[config.mk]
export PLATFORM = sky130hd
export DESIGN_NAME = timer_capture_compare_pwm
export DESIGN_NICKNAME = d
export VERILOG_FILES = /design/src/hdl/timer_pkg.sv /design/src/hdl/tick_if.sv /design/src/hdl/pin_sync3.sv /design/src/hdl/count_tick_gen.sv /design/src/hdl/timer_capture_compare_pwm.sv
export SDC_FILE = /design/constraint.sdc
export NUM_CORES = 1
export LEC_CHECK = 0
export ABC_CLOCK_PERIOD_IN_PS = 14500
export BUFFER_PORTS_ARGS = -buffer_cell sky130_fd_sc_hd__buf_2
export CAP_MARGIN = 20
export CORE_ASPECT_RATIO = 2
export CORE_MARGIN = 3
export CORE_UTILIZATION = 50
export DETAILED_ROUTE_END_ITERATION = 6
export PLACE_DENSITY_LB_ADDON = 0.25
export SETUP_SLACK_MARGIN = 0.02
export SYNTH_ARGS = -nofsm -noshare
export SYNTH_HDL_FRONTEND = slang
export SYNTH_HIERARCHICAL = 1
export SYNTH_SLANG_ARGS = --single-unit
[constraint.sdc]
create_clock -name mclk_i -period 14.5 [get_ports mclk_i]
set_input_delay 1.45 -clock mclk_i [delete_from_list [all_inputs] [get_ports mclk_i]]
set_output_delay 1.45 -clock mclk_i [all_outputs]
set_load 0.005 [all_outputs]
[src/hdl/timer_pkg.sv]
package timer_pkg;

   // channel count of this build, anywhere from 1 to 8
   localparam int unsigned NUM_CH  = 8;
   localparam int unsigned CNT_W   = 16;
   localparam int unsigned PS_W    = 3;
   localparam int unsigned DIV_W   = 7;

   // counter landmarks and reset values
   localparam logic [CNT_W-1:0] CNT_RESET = 16'h0000;
   localparam logic [CNT_W-1:0] CNT_ZERO  = 16'h0000;
   localparam logic [CNT_W-1:0] CNT_ONE   = 16'h0001;
   localparam logic [CNT_W-1:0] CNT_MAX   = 16'hFFFF;
   localparam logic [CNT_W-1:0] CV_RESET  = 16'h0000;
   localparam logic [DIV_W-1:0] DIV_RESET = 7'h00;

   // clock_source_select encodings
   typedef enum logic [1:0] {
      CLK_OFF   = 2'b00,
      CLK_BUS   = 2'b01,
      CLK_FIXED = 2'b10,
      CLK_EXT   = 2'b11
   } clk_src_e;

   // edge_level_select encodings
   localparam logic [1:0] ELS_OFF  = 2'b00;
   localparam logic [1:0] ELS_01   = 2'b01;
   localparam logic [1:0] ELS_10   = 2'b10;
   localparam logic [1:0] ELS_11   = 2'b11;

   // channel_mode_select encodings (bit 1 set means edge_pwm)
   localparam logic [1:0] MS_CAPTURE = 2'b00;
   localparam logic [1:0] MS_COMPARE = 2'b01;

endpackage

[src/hdl/tick_if.sv]
`timescale 1ns/1ps
// carries the counting tick from the clock stage to the counter
interface tick_if;
   logic [1:0] src_sel;
   logic [2:0] prescale;
   logic       halt;
   logic       restart;
   logic       tick;

   modport gen  (input src_sel, input prescale, input halt, input restart, output tick);
   modport user (output src_sel, output prescale, output halt, output restart, input tick);
endinterface

[src/hdl/pin_sync3.sv]
`timescale 1ns/1ps
// three-stage synchroniser; a change counts once stages two and three agree
module pin_sync3 #(
   parameter int unsigned WIDTH = 1
) (
   input  wire logic             mclk_i,
   input  wire logic             rst_n_i,
   input  wire logic [WIDTH-1:0] async_i,
   output logic      [WIDTH-1:0] level_o,
   output logic      [WIDTH-1:0] rise_o,
   output logic      [WIDTH-1:0] fall_o
);
   logic [WIDTH-1:0] s1_ff;
   logic [WIDTH-1:0] s2_ff;
   logic [WIDTH-1:0] s3_ff;
   logic [WIDTH-1:0] lvl_ff;
   logic [WIDTH-1:0] rise_ff;
   logic [WIDTH-1:0] fall_ff;
   wire  [WIDTH-1:0] changed;

   // s1 feeds only s2, so no decision ever sees a metastable stage
   assign changed = ~(s2_ff ^ s3_ff) & (s3_ff ^ lvl_ff);

   always_ff @(posedge mclk_i) begin
      if (!rst_n_i) begin
         s1_ff   <= '0;
         s2_ff   <= '0;
         s3_ff   <= '0;
         lvl_ff  <= '0;
         rise_ff <= '0;
         fall_ff <= '0;
      end else begin
         s1_ff   <= async_i;
         s2_ff   <= s1_ff;
         s3_ff   <= s2_ff;
         lvl_ff  <= (lvl_ff & ~changed) | (s3_ff & changed);
         rise_ff <= changed & s3_ff;
         fall_ff <= changed & ~s3_ff;
      end
   end

   assign level_o = lvl_ff;
   assign rise_o  = rise_ff;
   assign fall_o  = fall_ff;
endmodule

[src/hdl/count_tick_gen.sv]
`timescale 1ns/1ps
// picks the count source and divides it by 1..128 into one-cycle ticks
module count_tick_gen (
   input  wire logic mclk_i,
   input  wire logic rst_n_i,
   input  wire logic fixed_clk_i,
   input  wire logic external_count_clock_i,
   tick_if.gen       tk
);
   logic [timer_pkg::DIV_W-1:0] div_ff;
   logic                        tick_ff;
   logic [1:0]                  src_rise;
   logic                        src_pulse;
   wire  [7:0]                  one_hot;
   wire  [timer_pkg::DIV_W-1:0] div_mask;
   wire                         div_hit;

   // both slow clocks are resynchronised; external must stay below a quarter of mclk
   pin_sync3 #(.WIDTH(2)) u_clk_sync (
      .mclk_i  (mclk_i),
      .rst_n_i (rst_n_i),
      .async_i ({external_count_clock_i, fixed_clk_i}),
      .level_o (),
      .rise_o  (src_rise),
      .fall_o  ()
   );

   // source select and divide ratio decode
   always_comb begin
      unique case (timer_pkg::clk_src_e'(tk.src_sel))
         timer_pkg::CLK_OFF:   src_pulse = 1'b0;
         timer_pkg::CLK_BUS:   src_pulse = 1'b1;
         timer_pkg::CLK_FIXED: src_pulse = src_rise[0];
         timer_pkg::CLK_EXT:   src_pulse = src_rise[1];
      endcase
   end
   assign one_hot  = 8'h01 << tk.prescale;
   assign div_mask = 7'(one_hot - 8'h01);
   assign div_hit  = (div_ff & div_mask) == div_mask;

   // debug halt freezes the divider too, so the phase resumes where it stopped
   always_ff @(posedge mclk_i) begin
      if (!rst_n_i || tk.restart) begin
         div_ff  <= timer_pkg::DIV_RESET;
         tick_ff <= 1'b0;
      end else begin
         tick_ff <= src_pulse && !tk.halt && div_hit;
         if (src_pulse && !tk.halt)
            div_ff <= 7'(div_ff + 7'h01);
      end
   end

   assign tk.tick = tick_ff;
endmodule

[src/hdl/timer_capture_compare_pwm.sv]
`timescale 1ns/1ps
// How it works
// up to eight channels, each independently configured
// 16-bit counter, free-running or modulo up/down
// modulo 0x0000 or 0xFFFF counts free-running
// reading the count never disturbs counting
// any counter write clears the count
// count source: bus, synced fixed, external
// prescaler divides by 1 to 128
// capture edge copies count, sets flag
// compare match sets flag, drives pin action
// edge PWM period modulo+1, duty from value
// centred PWM counts up then down
// centred: active down-match, inactive up-match
// one bit forces centred PWM everywhere
// PWM values load at modulo-1 to modulo
// status write resets byte-pair coherency
// software writes status before channel values
// one request per channel plus overflow
// debug mode freezes the counter
// runs in wait, halts with stopped clocks
// unused pins revert to general I/O
// no pin drive when edge or clock off
// edge PWM active at period start, inactive on match
// external clock synchronised, max quarter rate
// requests gated by enables, held until cleared
// one count per tick, matches on mclk
module timer_capture_compare_pwm (
   input  wire logic                                mclk_i,
   input  wire logic                                rst_n_i,
   input  wire logic [1:0]                          clock_source_select_i,
   input  wire logic [2:0]                          prescale_i,
   input  wire logic                                centered_pwm_select_i,
   input  wire logic [15:0]                         modulo_value_i,
   input  wire logic                                counter_wr_i,
   input  wire logic                                status_control_wr_i,
   input  wire logic                                overflow_irq_en_i,
   input  wire logic                                overflow_clear_i,
   input  wire logic                                debug_halt_i,
   input  wire logic                                fixed_clk_i,
   input  wire logic                                external_count_clock_i,
   input  wire logic [timer_pkg::NUM_CH-1:0][1:0]   channel_mode_select_i,
   input  wire logic [timer_pkg::NUM_CH-1:0][1:0]   edge_level_select_i,
   input  wire logic [timer_pkg::NUM_CH-1:0]        ch_irq_en_i,
   input  wire logic [timer_pkg::NUM_CH-1:0]        ch_flag_clear_i,
   input  wire logic [timer_pkg::NUM_CH-1:0]        cv_wr_hi_i,
   input  wire logic [timer_pkg::NUM_CH-1:0]        cv_wr_lo_i,
   input  wire logic [7:0]                          cv_wr_data_i,
   input  wire logic [timer_pkg::NUM_CH-1:0]        channel_pin_i,
   output logic      [15:0]                         counter_value_o,
   output logic                                     counting_down_o,
   output logic                                     overflow_flag_o,
   output logic                                     overflow_irq_o,
   output logic      [timer_pkg::NUM_CH-1:0][15:0]  channel_value_o,
   output logic      [timer_pkg::NUM_CH-1:0]        ch_flag_o,
   output logic      [timer_pkg::NUM_CH-1:0]        ch_irq_o,
   output logic      [timer_pkg::NUM_CH-1:0]        channel_pin_o,
   output logic      [timer_pkg::NUM_CH-1:0]        channel_pin_oe_o
);

   tick_if tk ();

   logic [15:0]                 cnt_ff;
   logic                        down_ff;
   logic                        ovf_ff;
   logic                        ovf_irq_ff;
   logic [timer_pkg::NUM_CH-1:0] pin_rise;
   logic [timer_pkg::NUM_CH-1:0] pin_fall;
   wire                         tick;
   wire                         clk_on;
   wire                         centered_pwm;
   wire                         free_run;
   wire  [15:0]                 top;
   wire  [15:0]                 top_m1;
   wire                         at_top;
   wire                         at_zero;
   wire                         turn_dn;
   wire                         turn_up;
   wire                         moving_dn;
   wire  [15:0]                 nxt_cnt;
   wire                         nxt_down;
   wire                         ovf_evt;
   wire                         load_pt;
   wire                         period_start;
   wire                         nxt_ovf;

   // prescaled count source; stop mode simply stops mclk, wait mode changes nothing
   assign tk.src_sel  = clock_source_select_i;
   assign tk.prescale = prescale_i;
   assign tk.halt     = debug_halt_i;
   assign tk.restart  = counter_wr_i;
   assign tick        = tk.tick;

   count_tick_gen u_tick (
      .mclk_i                 (mclk_i),
      .rst_n_i                (rst_n_i),
      .fixed_clk_i            (fixed_clk_i),
      .external_count_clock_i (external_count_clock_i),
      .tk                     (tk)
   );

   // channel pins come from outside, so they get the full three-stage treatment
   pin_sync3 #(.WIDTH(timer_pkg::NUM_CH)) u_pin_sync (
      .mclk_i  (mclk_i),
      .rst_n_i (rst_n_i),
      .async_i (channel_pin_i),
      .level_o (),
      .rise_o  (pin_rise),
      .fall_o  (pin_fall)
   );

   // counter step decode
   assign clk_on    = clock_source_select_i != timer_pkg::CLK_OFF;
   assign centered_pwm      = centered_pwm_select_i;
   assign free_run  = modulo_value_i == timer_pkg::CNT_ZERO ||
                      modulo_value_i == timer_pkg::CNT_MAX;
   assign top       = free_run ? timer_pkg::CNT_MAX : modulo_value_i;
   assign top_m1    = 16'(top - timer_pkg::CNT_ONE);
   assign at_top    = cnt_ff == top;
   assign at_zero   = cnt_ff == timer_pkg::CNT_ZERO;
   assign turn_dn   = centered_pwm && !down_ff && at_top;
   assign turn_up   = centered_pwm && down_ff && at_zero;
   assign moving_dn = turn_dn || (centered_pwm && down_ff && !turn_up);
   assign nxt_cnt   = turn_dn ? top_m1 :
                      turn_up ? timer_pkg::CNT_ONE :
                      moving_dn ? 16'(cnt_ff - timer_pkg::CNT_ONE) :
                      (!centered_pwm && at_top) ? timer_pkg::CNT_ZERO :
                      16'(cnt_ff + timer_pkg::CNT_ONE);
   assign nxt_down  = moving_dn;
   assign ovf_evt   = tick && (centered_pwm ? nxt_cnt == timer_pkg::CNT_ZERO : at_top);
   assign load_pt   = tick && !(centered_pwm && down_ff) && cnt_ff == top_m1;
   assign period_start = tick && !centered_pwm && nxt_cnt == timer_pkg::CNT_ZERO;
   assign nxt_ovf   = ovf_evt | (ovf_ff & ~overflow_clear_i);

   // a counter write beats a tick in the same cycle and also restarts the prescaler
   always_ff @(posedge mclk_i) begin
      if (!rst_n_i || counter_wr_i) begin
         cnt_ff  <= timer_pkg::CNT_RESET;
         down_ff <= 1'b0;
      end else if (tick) begin
         cnt_ff  <= nxt_cnt;
         down_ff <= nxt_down;
      end else if (!centered_pwm) begin
         down_ff <= 1'b0;
      end
   end

   // overflow flag: a new event wins over a clear in the same cycle
   always_ff @(posedge mclk_i) begin
      if (!rst_n_i) begin
         ovf_ff     <= 1'b0;
         ovf_irq_ff <= 1'b0;
      end else begin
         ovf_ff     <= nxt_ovf;
         ovf_irq_ff <= nxt_ovf & overflow_irq_en_i;
      end
   end

   assign counter_value_o = cnt_ff;
   assign counting_down_o = down_ff;
   assign overflow_flag_o = ovf_ff;
   assign overflow_irq_o  = ovf_irq_ff;

   // per-channel logic: coherency buffer, capture, compare and pin control
   genvar i;
   for (i = 0; i < timer_pkg::NUM_CH; i++) begin : g_ch
      logic [15:0] cv_ff;
      logic [15:0] buf_ff;
      logic        hi_seen_ff;
      logic        lo_seen_ff;
      logic        pend_ff;
      logic        flag_ff;
      logic        irq_ff;
      logic        pin_ff;
      logic        oe_ff;
      wire  [1:0]  els;
      wire  [1:0]  ms;
      wire         act;
      wire         ic;
      wire         oc;
      wire         ep;
      wire         cap;
      wire         match;
      wire         both;
      wire         apply;
      wire         discard;
      wire         flag_evt;
      wire         nxt_flag;
      wire         oc_pin;
      wire         pwm_pin;
      wire         nxt_pin;

      // mode decode; the centred bit overrides every per-channel mode
      assign els   = edge_level_select_i[i];
      assign ms    = channel_mode_select_i[i];
      assign act   = clk_on && els != timer_pkg::ELS_OFF;
      assign ic    = !centered_pwm && ms == timer_pkg::MS_CAPTURE;
      assign oc    = !centered_pwm && ms == timer_pkg::MS_COMPARE;
      assign ep    = !centered_pwm && ms[1];
      assign cap   = ic && act && ((els[0] && pin_rise[i]) || (els[1] && pin_fall[i]));
      assign match = tick && nxt_cnt == cv_ff;
      assign flag_evt = cap || (match && !ic);
      assign nxt_flag = flag_evt | (flag_ff & ~ch_flag_clear_i[i]);

      // byte pairing: a fresh byte wins over a status write in the same cycle
      assign both    = (hi_seen_ff | cv_wr_hi_i[i]) & (lo_seen_ff | cv_wr_lo_i[i]);
      assign apply   = pend_ff && (!clk_on || (oc && tick) || ((ep || centered_pwm) && load_pt));
      assign discard = pend_ff && clk_on && ic;

      // pin actions: compare 01 toggle, 10 clear, 11 set; PWM levels follow els[0]
      assign oc_pin  = (els == timer_pkg::ELS_01) ? ~pin_ff : els[0];
      assign pwm_pin = ep   ? (match ? els[0] : (period_start ? ~els[0] : pin_ff)) :
                       (match ? (moving_dn ? ~els[0] : els[0]) : pin_ff);
      assign nxt_pin = !act ? pin_ff :
                       (oc && match) ? oc_pin :
                       (ep || centered_pwm) ? pwm_pin : pin_ff;

      always_ff @(posedge mclk_i) begin
         if (!rst_n_i) begin
            buf_ff     <= timer_pkg::CV_RESET;
            hi_seen_ff <= 1'b0;
            lo_seen_ff <= 1'b0;
            pend_ff    <= 1'b0;
         end else begin
            if (cv_wr_hi_i[i])
               buf_ff[15:8] <= cv_wr_data_i;
            if (cv_wr_lo_i[i])
               buf_ff[7:0] <= cv_wr_data_i;
            hi_seen_ff <= !both && ((hi_seen_ff && !status_control_wr_i) || cv_wr_hi_i[i]);
            lo_seen_ff <= !both && ((lo_seen_ff && !status_control_wr_i) || cv_wr_lo_i[i]);
            pend_ff    <= both || (pend_ff && !apply && !discard && !status_control_wr_i);
         end
      end

      // capture has priority over a buffered load landing in the same cycle
      always_ff @(posedge mclk_i) begin
         if (!rst_n_i) begin
            cv_ff <= timer_pkg::CV_RESET;
         end else if (cap) begin
            cv_ff <= cnt_ff;
         end else if (apply) begin
            cv_ff <= buf_ff;
         end
      end

      // pin stays quiet after reset, and releases whenever the channel is off
      always_ff @(posedge mclk_i) begin
         if (!rst_n_i) begin
            flag_ff <= 1'b0;
            irq_ff  <= 1'b0;
            pin_ff  <= 1'b0;
            oe_ff   <= 1'b0;
         end else begin
            flag_ff <= nxt_flag;
            irq_ff  <= nxt_flag & ch_irq_en_i[i];
            pin_ff  <= nxt_pin;
            oe_ff   <= act && !ic;
         end
      end

      assign channel_value_o[i]  = cv_ff;
      assign ch_flag_o[i]        = flag_ff;
      assign ch_irq_o[i]         = irq_ff;
      assign channel_pin_o[i]    = pin_ff;
      assign channel_pin_oe_o[i] = oe_ff;

   end
endmodule

# ---- Word-level counts from Yosys, hierarchy flattened
# Cells that the tools add are included.
# Widths: inputs -> output; s select.
dict set report totals {
  regBits 397
  input_bits 111
  out_inout_bits 179
  elab_cells 692
}
dict set report op_classes {
  n_addsub 5
  eq_ne 32
  shift 1
  muxes 89
  bitwise_logic 95
  reduce_logical 373
}
# cell count
set op_table {}
lappend op_table {{$mux 16} 21}
lappend op_table {{$logic_and 1x1->1} 205}
lappend op_table {{$eq 16x16->1} 10}
lappend op_table {{$logic_or 1x1->1} 67}
lappend op_table {{$mux 1} 67}
lappend op_table {{$reduce_bool 2->1} 25}
lappend op_table {{$logic_not 16->1} 3}
lappend op_table {{$reduce_bool 3->1} 16}
lappend op_table {{$logic_not 1->1} 40}
lappend op_table {{$eq 2x1->1 const B} 17}
lappend op_table {{$and 8x8->8} 4}
lappend op_table {{$reduce_and 4->1} 8}
lappend op_table {{$sub 16x1->16 const B} 2}
lappend op_table {{$and 1x1->1} 26}
lappend op_table {{$not 1->1} 25}
lappend op_table {{$or 1x1->1} 25}
lappend op_table {{$not 8->8} 3}
lappend op_table {{$logic_not 2->1} 9}
lappend op_table {{$add 16x1->16 const B} 1}
lappend op_table {{$eq 16x16->1 const B} 1}
lappend op_table {{$xor 8x8->8} 2}
lappend op_table {{$or 8x8->8} 1}
lappend op_table {{$add 7x1->7 const B} 1}
lappend op_table {{$and 7x7->7} 1}
lappend op_table {{other kinds (10)} 15}

# ---- Longest topological paths before layout
dict set report logic_depth {
  depth_word 16
  depth_mapped 17
  ltp_nobuf 14
}

# ---- Cells and area by module
# Netlist, hierarchy kept.
# module n_inst cells_each area_each_um2 seq_area_each_um2
set by_module_without_submodules {}
lappend by_module_without_submodules {timer_capture_compare_pwm 1 2284 19210.9 6626.4}
lappend by_module_without_submodules {{pin_sync3 at u_pin_sync} 1 124 1511.4 960.9}
lappend by_module_without_submodules {count_tick_gen 1 51 432.9 160.2}
lappend by_module_without_submodules {{pin_sync3 at u_tick.u_clk_sync} 1 31 361.6 240.2}

# ---- Worst setup path after synthesis
# No wires, ideal clock.
dict set report synth_timing {
  kind {input-to-reg}
  start {input port modulo_value_i[1]}
  end {register g_ch[7].pin_ff}
  setup_time_ns 0.131
  arrival_ns 5.491
  required_ns 14.369
  setup_slack_ns 8.878
  cell_stages 15
  n_path_buf 3
  path_cell_list {buf_4 > or4_4 > nor4_4 > nand2_1 > a2111o_1 > buf_2 > nor4_4 > a211o_1 > buf_2 > xor2_1 > or4_1 > or4_4 > and4b_1 > nor4_2 > a21oi_1}
}
dict set report synth_via {
  elab_chain_len 15
  word_cells_on_any_way 28
  classes_between {1 x add/sub; 3 x eq/ne; 11 x mux; 13 x reduce/logical}
}
# item line
set synth_lines {}
lappend synth_lines {{start: declaration} timer_capture_compare_pwm.sv:34} ;# input wire logic [15:0] modulo_value_i,
lappend synth_lines {{$eq 16x16->1 or $logic_not 16->1 (tied branches)} {timer_capture_compare_pwm.sv:116, timer_capture_compare_pwm.sv:115}}
lappend synth_lines {{$logic_or 1x1->1} timer_capture_compare_pwm.sv:115} ;# assign free_run = modulo_value_i == timer_pkg::CNT_ZERO ||
lappend synth_lines {{$mux 16 *} timer_capture_compare_pwm.sv:117} ;# assign top = free_run ? timer_pkg::CNT_MAX : modulo_value_i;
lappend synth_lines {{branches (longest 12 deep; another with $sub 16x1->16)} n/a}
lappend synth_lines {{end signal: assignment} timer_capture_compare_pwm.sv:256} ;# pin_ff <= nxt_pin;
lappend synth_lines {{end: declaration} timer_capture_compare_pwm.sv:174} ;# logic pin_ff;
# Mark *: on every way between the ends. The select of a mux whose other input is x is not followed.
# A chain may end at the register's enable or synchronous reset.

# ---- Final worst setup path
dict set report layout_timing {
  start {input port modulo_value_i[6]}
  end {register g_ch[4].pin_ff}
}
dict set report layout_via {
  elab_chain_len 15
  word_cells_on_any_way 28
  classes_between {1 x add/sub; 3 x eq/ne; 11 x mux; 13 x reduce/logical}
}
# item line
set layout_lines {}
lappend layout_lines {{$eq 16x16->1 or $logic_not 16->1 (tied branches)} {timer_capture_compare_pwm.sv:116, timer_capture_compare_pwm.sv:115}}
lappend layout_lines {{$logic_or 1x1->1} timer_capture_compare_pwm.sv:115}
lappend layout_lines {{$mux 16 *} timer_capture_compare_pwm.sv:117}
lappend layout_lines {{branches (longest 12 deep; another with $sub 16x1->16)} n/a}
lappend layout_lines {{end signal: assignment} timer_capture_compare_pwm.sv:256}
lappend layout_lines {{end: declaration} timer_capture_compare_pwm.sv:174}
# Marked as above.

==> flow_summary.yaml <==
finish:
  final_area_um2: 24100
  layout.cells.non_filler: 3188
  final_util: 0.571
  drive_gt1_frac: 0.186
  fill_cells: 3917
  area_delta_synth_final_pct: 12.2
  fin_nets: 2737
hold_path:
  hold_path_class: "reg2reg"
  holdCritStartpoint: "u_pin_sync/s1_ff[3]"
  worstHoldEndpoint: "u_pin_sync/s2_ff[3]"
  whs_path_depth: 1
routing:
  drc: 0
  routed_wirelength_um: 92900
  ant_nets: 0
  routedWlPerCell_um: 29.1
  initialDrtViolationCount: 1736
  num_vias: 20754
  vias_per_cell: 6.51
  firstDrtPassIters: 6
synthesis:
  syn_area_um2: 21500
  yosys_warnings: 6
  syn_nets: 2600
  postSynthCellCount: 2486
  synth_area_per_cell_um2: 8.64
timing:
  tightest_slew_ns: 1.13
  fin_crit_sh: 0.466
  rsz0062_at_grt: "no"
  holdWs_ns: 0.430
  period_minus_slack_ns: 6.75
  layout_setup_ws_ns: 7.75
  drv_slew: 0
  skew_ns: 0.0293
  hold_viol: 0
  finalSetupTns_ns: 0
  slew_headroom: 0.250
  max_freq_mhz: 148
  setup_violations: 0
clock_tree:
  cts_tree: "done"
  clk_pin_slew_ns: 0.07
  ctsResizeCount: 0
  clock_latency_ns: 0.56
  cts_hold_buf: 0
  post_cts_buffers: 0
  h-tree-depth: 2
  cts-root-buf: "clkbuf_16"
  cts_inserted_buffers: 36
  cts_sinks: 397
  cts_buffer_depth: 3
grt:
  overflow: 0
  antenna_found_initial: 2
  grt_pass1_wl_um: 134000
  grt_max_degree: 109
  grt_usage: 0.389
  grt_pass1_vias: 20295
power_and_ir_drop:
  p_total_mw: 2.37
  peakVddDrop_mv: 0.119
  power_frac_seq: 0.494
  p_comb_frac: 0.102
  p_switching_uw: 627
  p_int_mw: 1.74
  switching_share: 0.264
  cellLeakagePower_nw: 9.69
  pwr-share-clk: 0.404
  p_per_area_nw_per_um2: 98.4
place:
  dp_slack_ns: 7.30
  gp_congestion: 1.10
  dp_hpwl_um: 69200
  dpl.cell_count: 3123
  port_buffers: 289
  placed_cell_area_um2: 22900
floorplan:
  die_h_um: 299
  core_um2: 42200
  die_x_um: 153
  io_pins: 290
  placementRows: 106
  initial_core_util: 0.509
  dieArea_um2: 45600
critical_path:
  rr_startpoint: "counter_value_o[11]"
  end_kind: "flop"
  crit-reg2reg-capture: "g_ch[4].pin_ff"
  cp_data_required_time_ns: 14.92
  arrival_ns: 7.18
  rr_worst_depth: 14
  r2r_setup_slack_ns: 8.04
  worstSetupStartpointType: "input pin"
  critPathMaxFanout: 24
  critPathKind: "in2reg"
status:
  status: "finished, final reports clean"
job:
  drv_cap: 0
[power groups by stage]
stage               clock [mW]  sequential (mW)  combinational (mW)
floorplan                    0             1.18               0.157
CTS                      0.965             1.17               0.239
detailed placement           0             1.19               0.238
global route              1.00             1.17               0.262
finish                   0.957             1.17               0.243
global placement             0             1.19               0.232
[critical path: stages]
cell      delay [ns]
buf_2           0.17
or4_1           0.71
or4_4           0.49
o21ai_2         0.22
a22o_1          0.77
nand3_2         0.69
a221oi_2        0.43
buf_4           0.32
xnor2_1         0.09
or4_1           0.57
nor4_4          0.56
a21boi_1        0.21
o311ai_2        0.33
o41ai_2         0.13
[placed cells by master (no fill, tap or decap), types with 37 or more instances in the layout]
cell,n
a211oi_1,144
nor3_1,54
inv_1,41
xnor2_1,81
xor2_1,50
nand3_1,60
dfxtp_1,395
nand4_1,42
clkbuf_16,37
nor4_1,40
a21oi_1,74
nor2_1,399
mux2i_1,264
buf_2,289
buf_4,41
o21ai_0,46
nand2_1,82
[per-layer routing]
layer | GRT usage | wire, um | vias up | part of all wire
met5 | 0 | 0 | - | 0
met4 | 0.330 | 10100 | 0 | 0.11
met3 | 0.0633 | 6690 | 411 | 0.072
met2 | 0.671 | 44900 | 1158 | 0.48
met1 | 0.410 | 31200 | 9925 | 0.34
li1 | - | - | 9260 | -
[layout make-up]
cell class	instances	area, um2	share of cell area
multi-input cells	1812	12300	0.511
inverters	43	169	0.00701
clock buffers	47	1020	0.0425
well taps	540	676	0.0281
diodes	1	2.50	0.000104
clock inverters	15	145	0.00603
repair buffers	333	1810	0.0752
flip-flops and latches	397	7950	0.330
[flip-flops by register name, indices dropped and copies added (netlist names), 7 cells and up, named ones only]
name	cells
counter_value_o	16
g_ch.lo_seen_ff	8
u_pin_sync/s2_ff	8
u_tick/div_ff	7
u_pin_sync/s3_ff	8
g_ch.oe_ff	8
g_ch.flag_ff	8
g_ch.pend_ff	8
u_pin_sync/fall_o	8
g_ch.buf_ff	128
g_ch.cv_ff	128
g_ch.pin_ff	8
u_pin_sync/rise_o	8
g_ch.hi_seen_ff	8
u_pin_sync/s1_ff	8
g_ch.irq_ff	8
[worst max-delay path by stage]
stage                                 start        endpoint  slack, ns  cells past startpoint
after floorplan           modulo_value_i[1]  g_ch[7].pin_ff       8.88                     15
after global placement    modulo_value_i[6]  g_ch[4].pin_ff       7.39                     14
after detailed placement  modulo_value_i[6]  g_ch[4].pin_ff       7.30                     14
after CTS                 modulo_value_i[6]  g_ch[4].pin_ff       7.89                     14
after global routing      modulo_value_i[6]  g_ch[4].pin_ff       7.55                     14
final                     modulo_value_i[6]  g_ch[4].pin_ff       7.75                     14
Note: power is estimated with default switching activity, not from simulation.
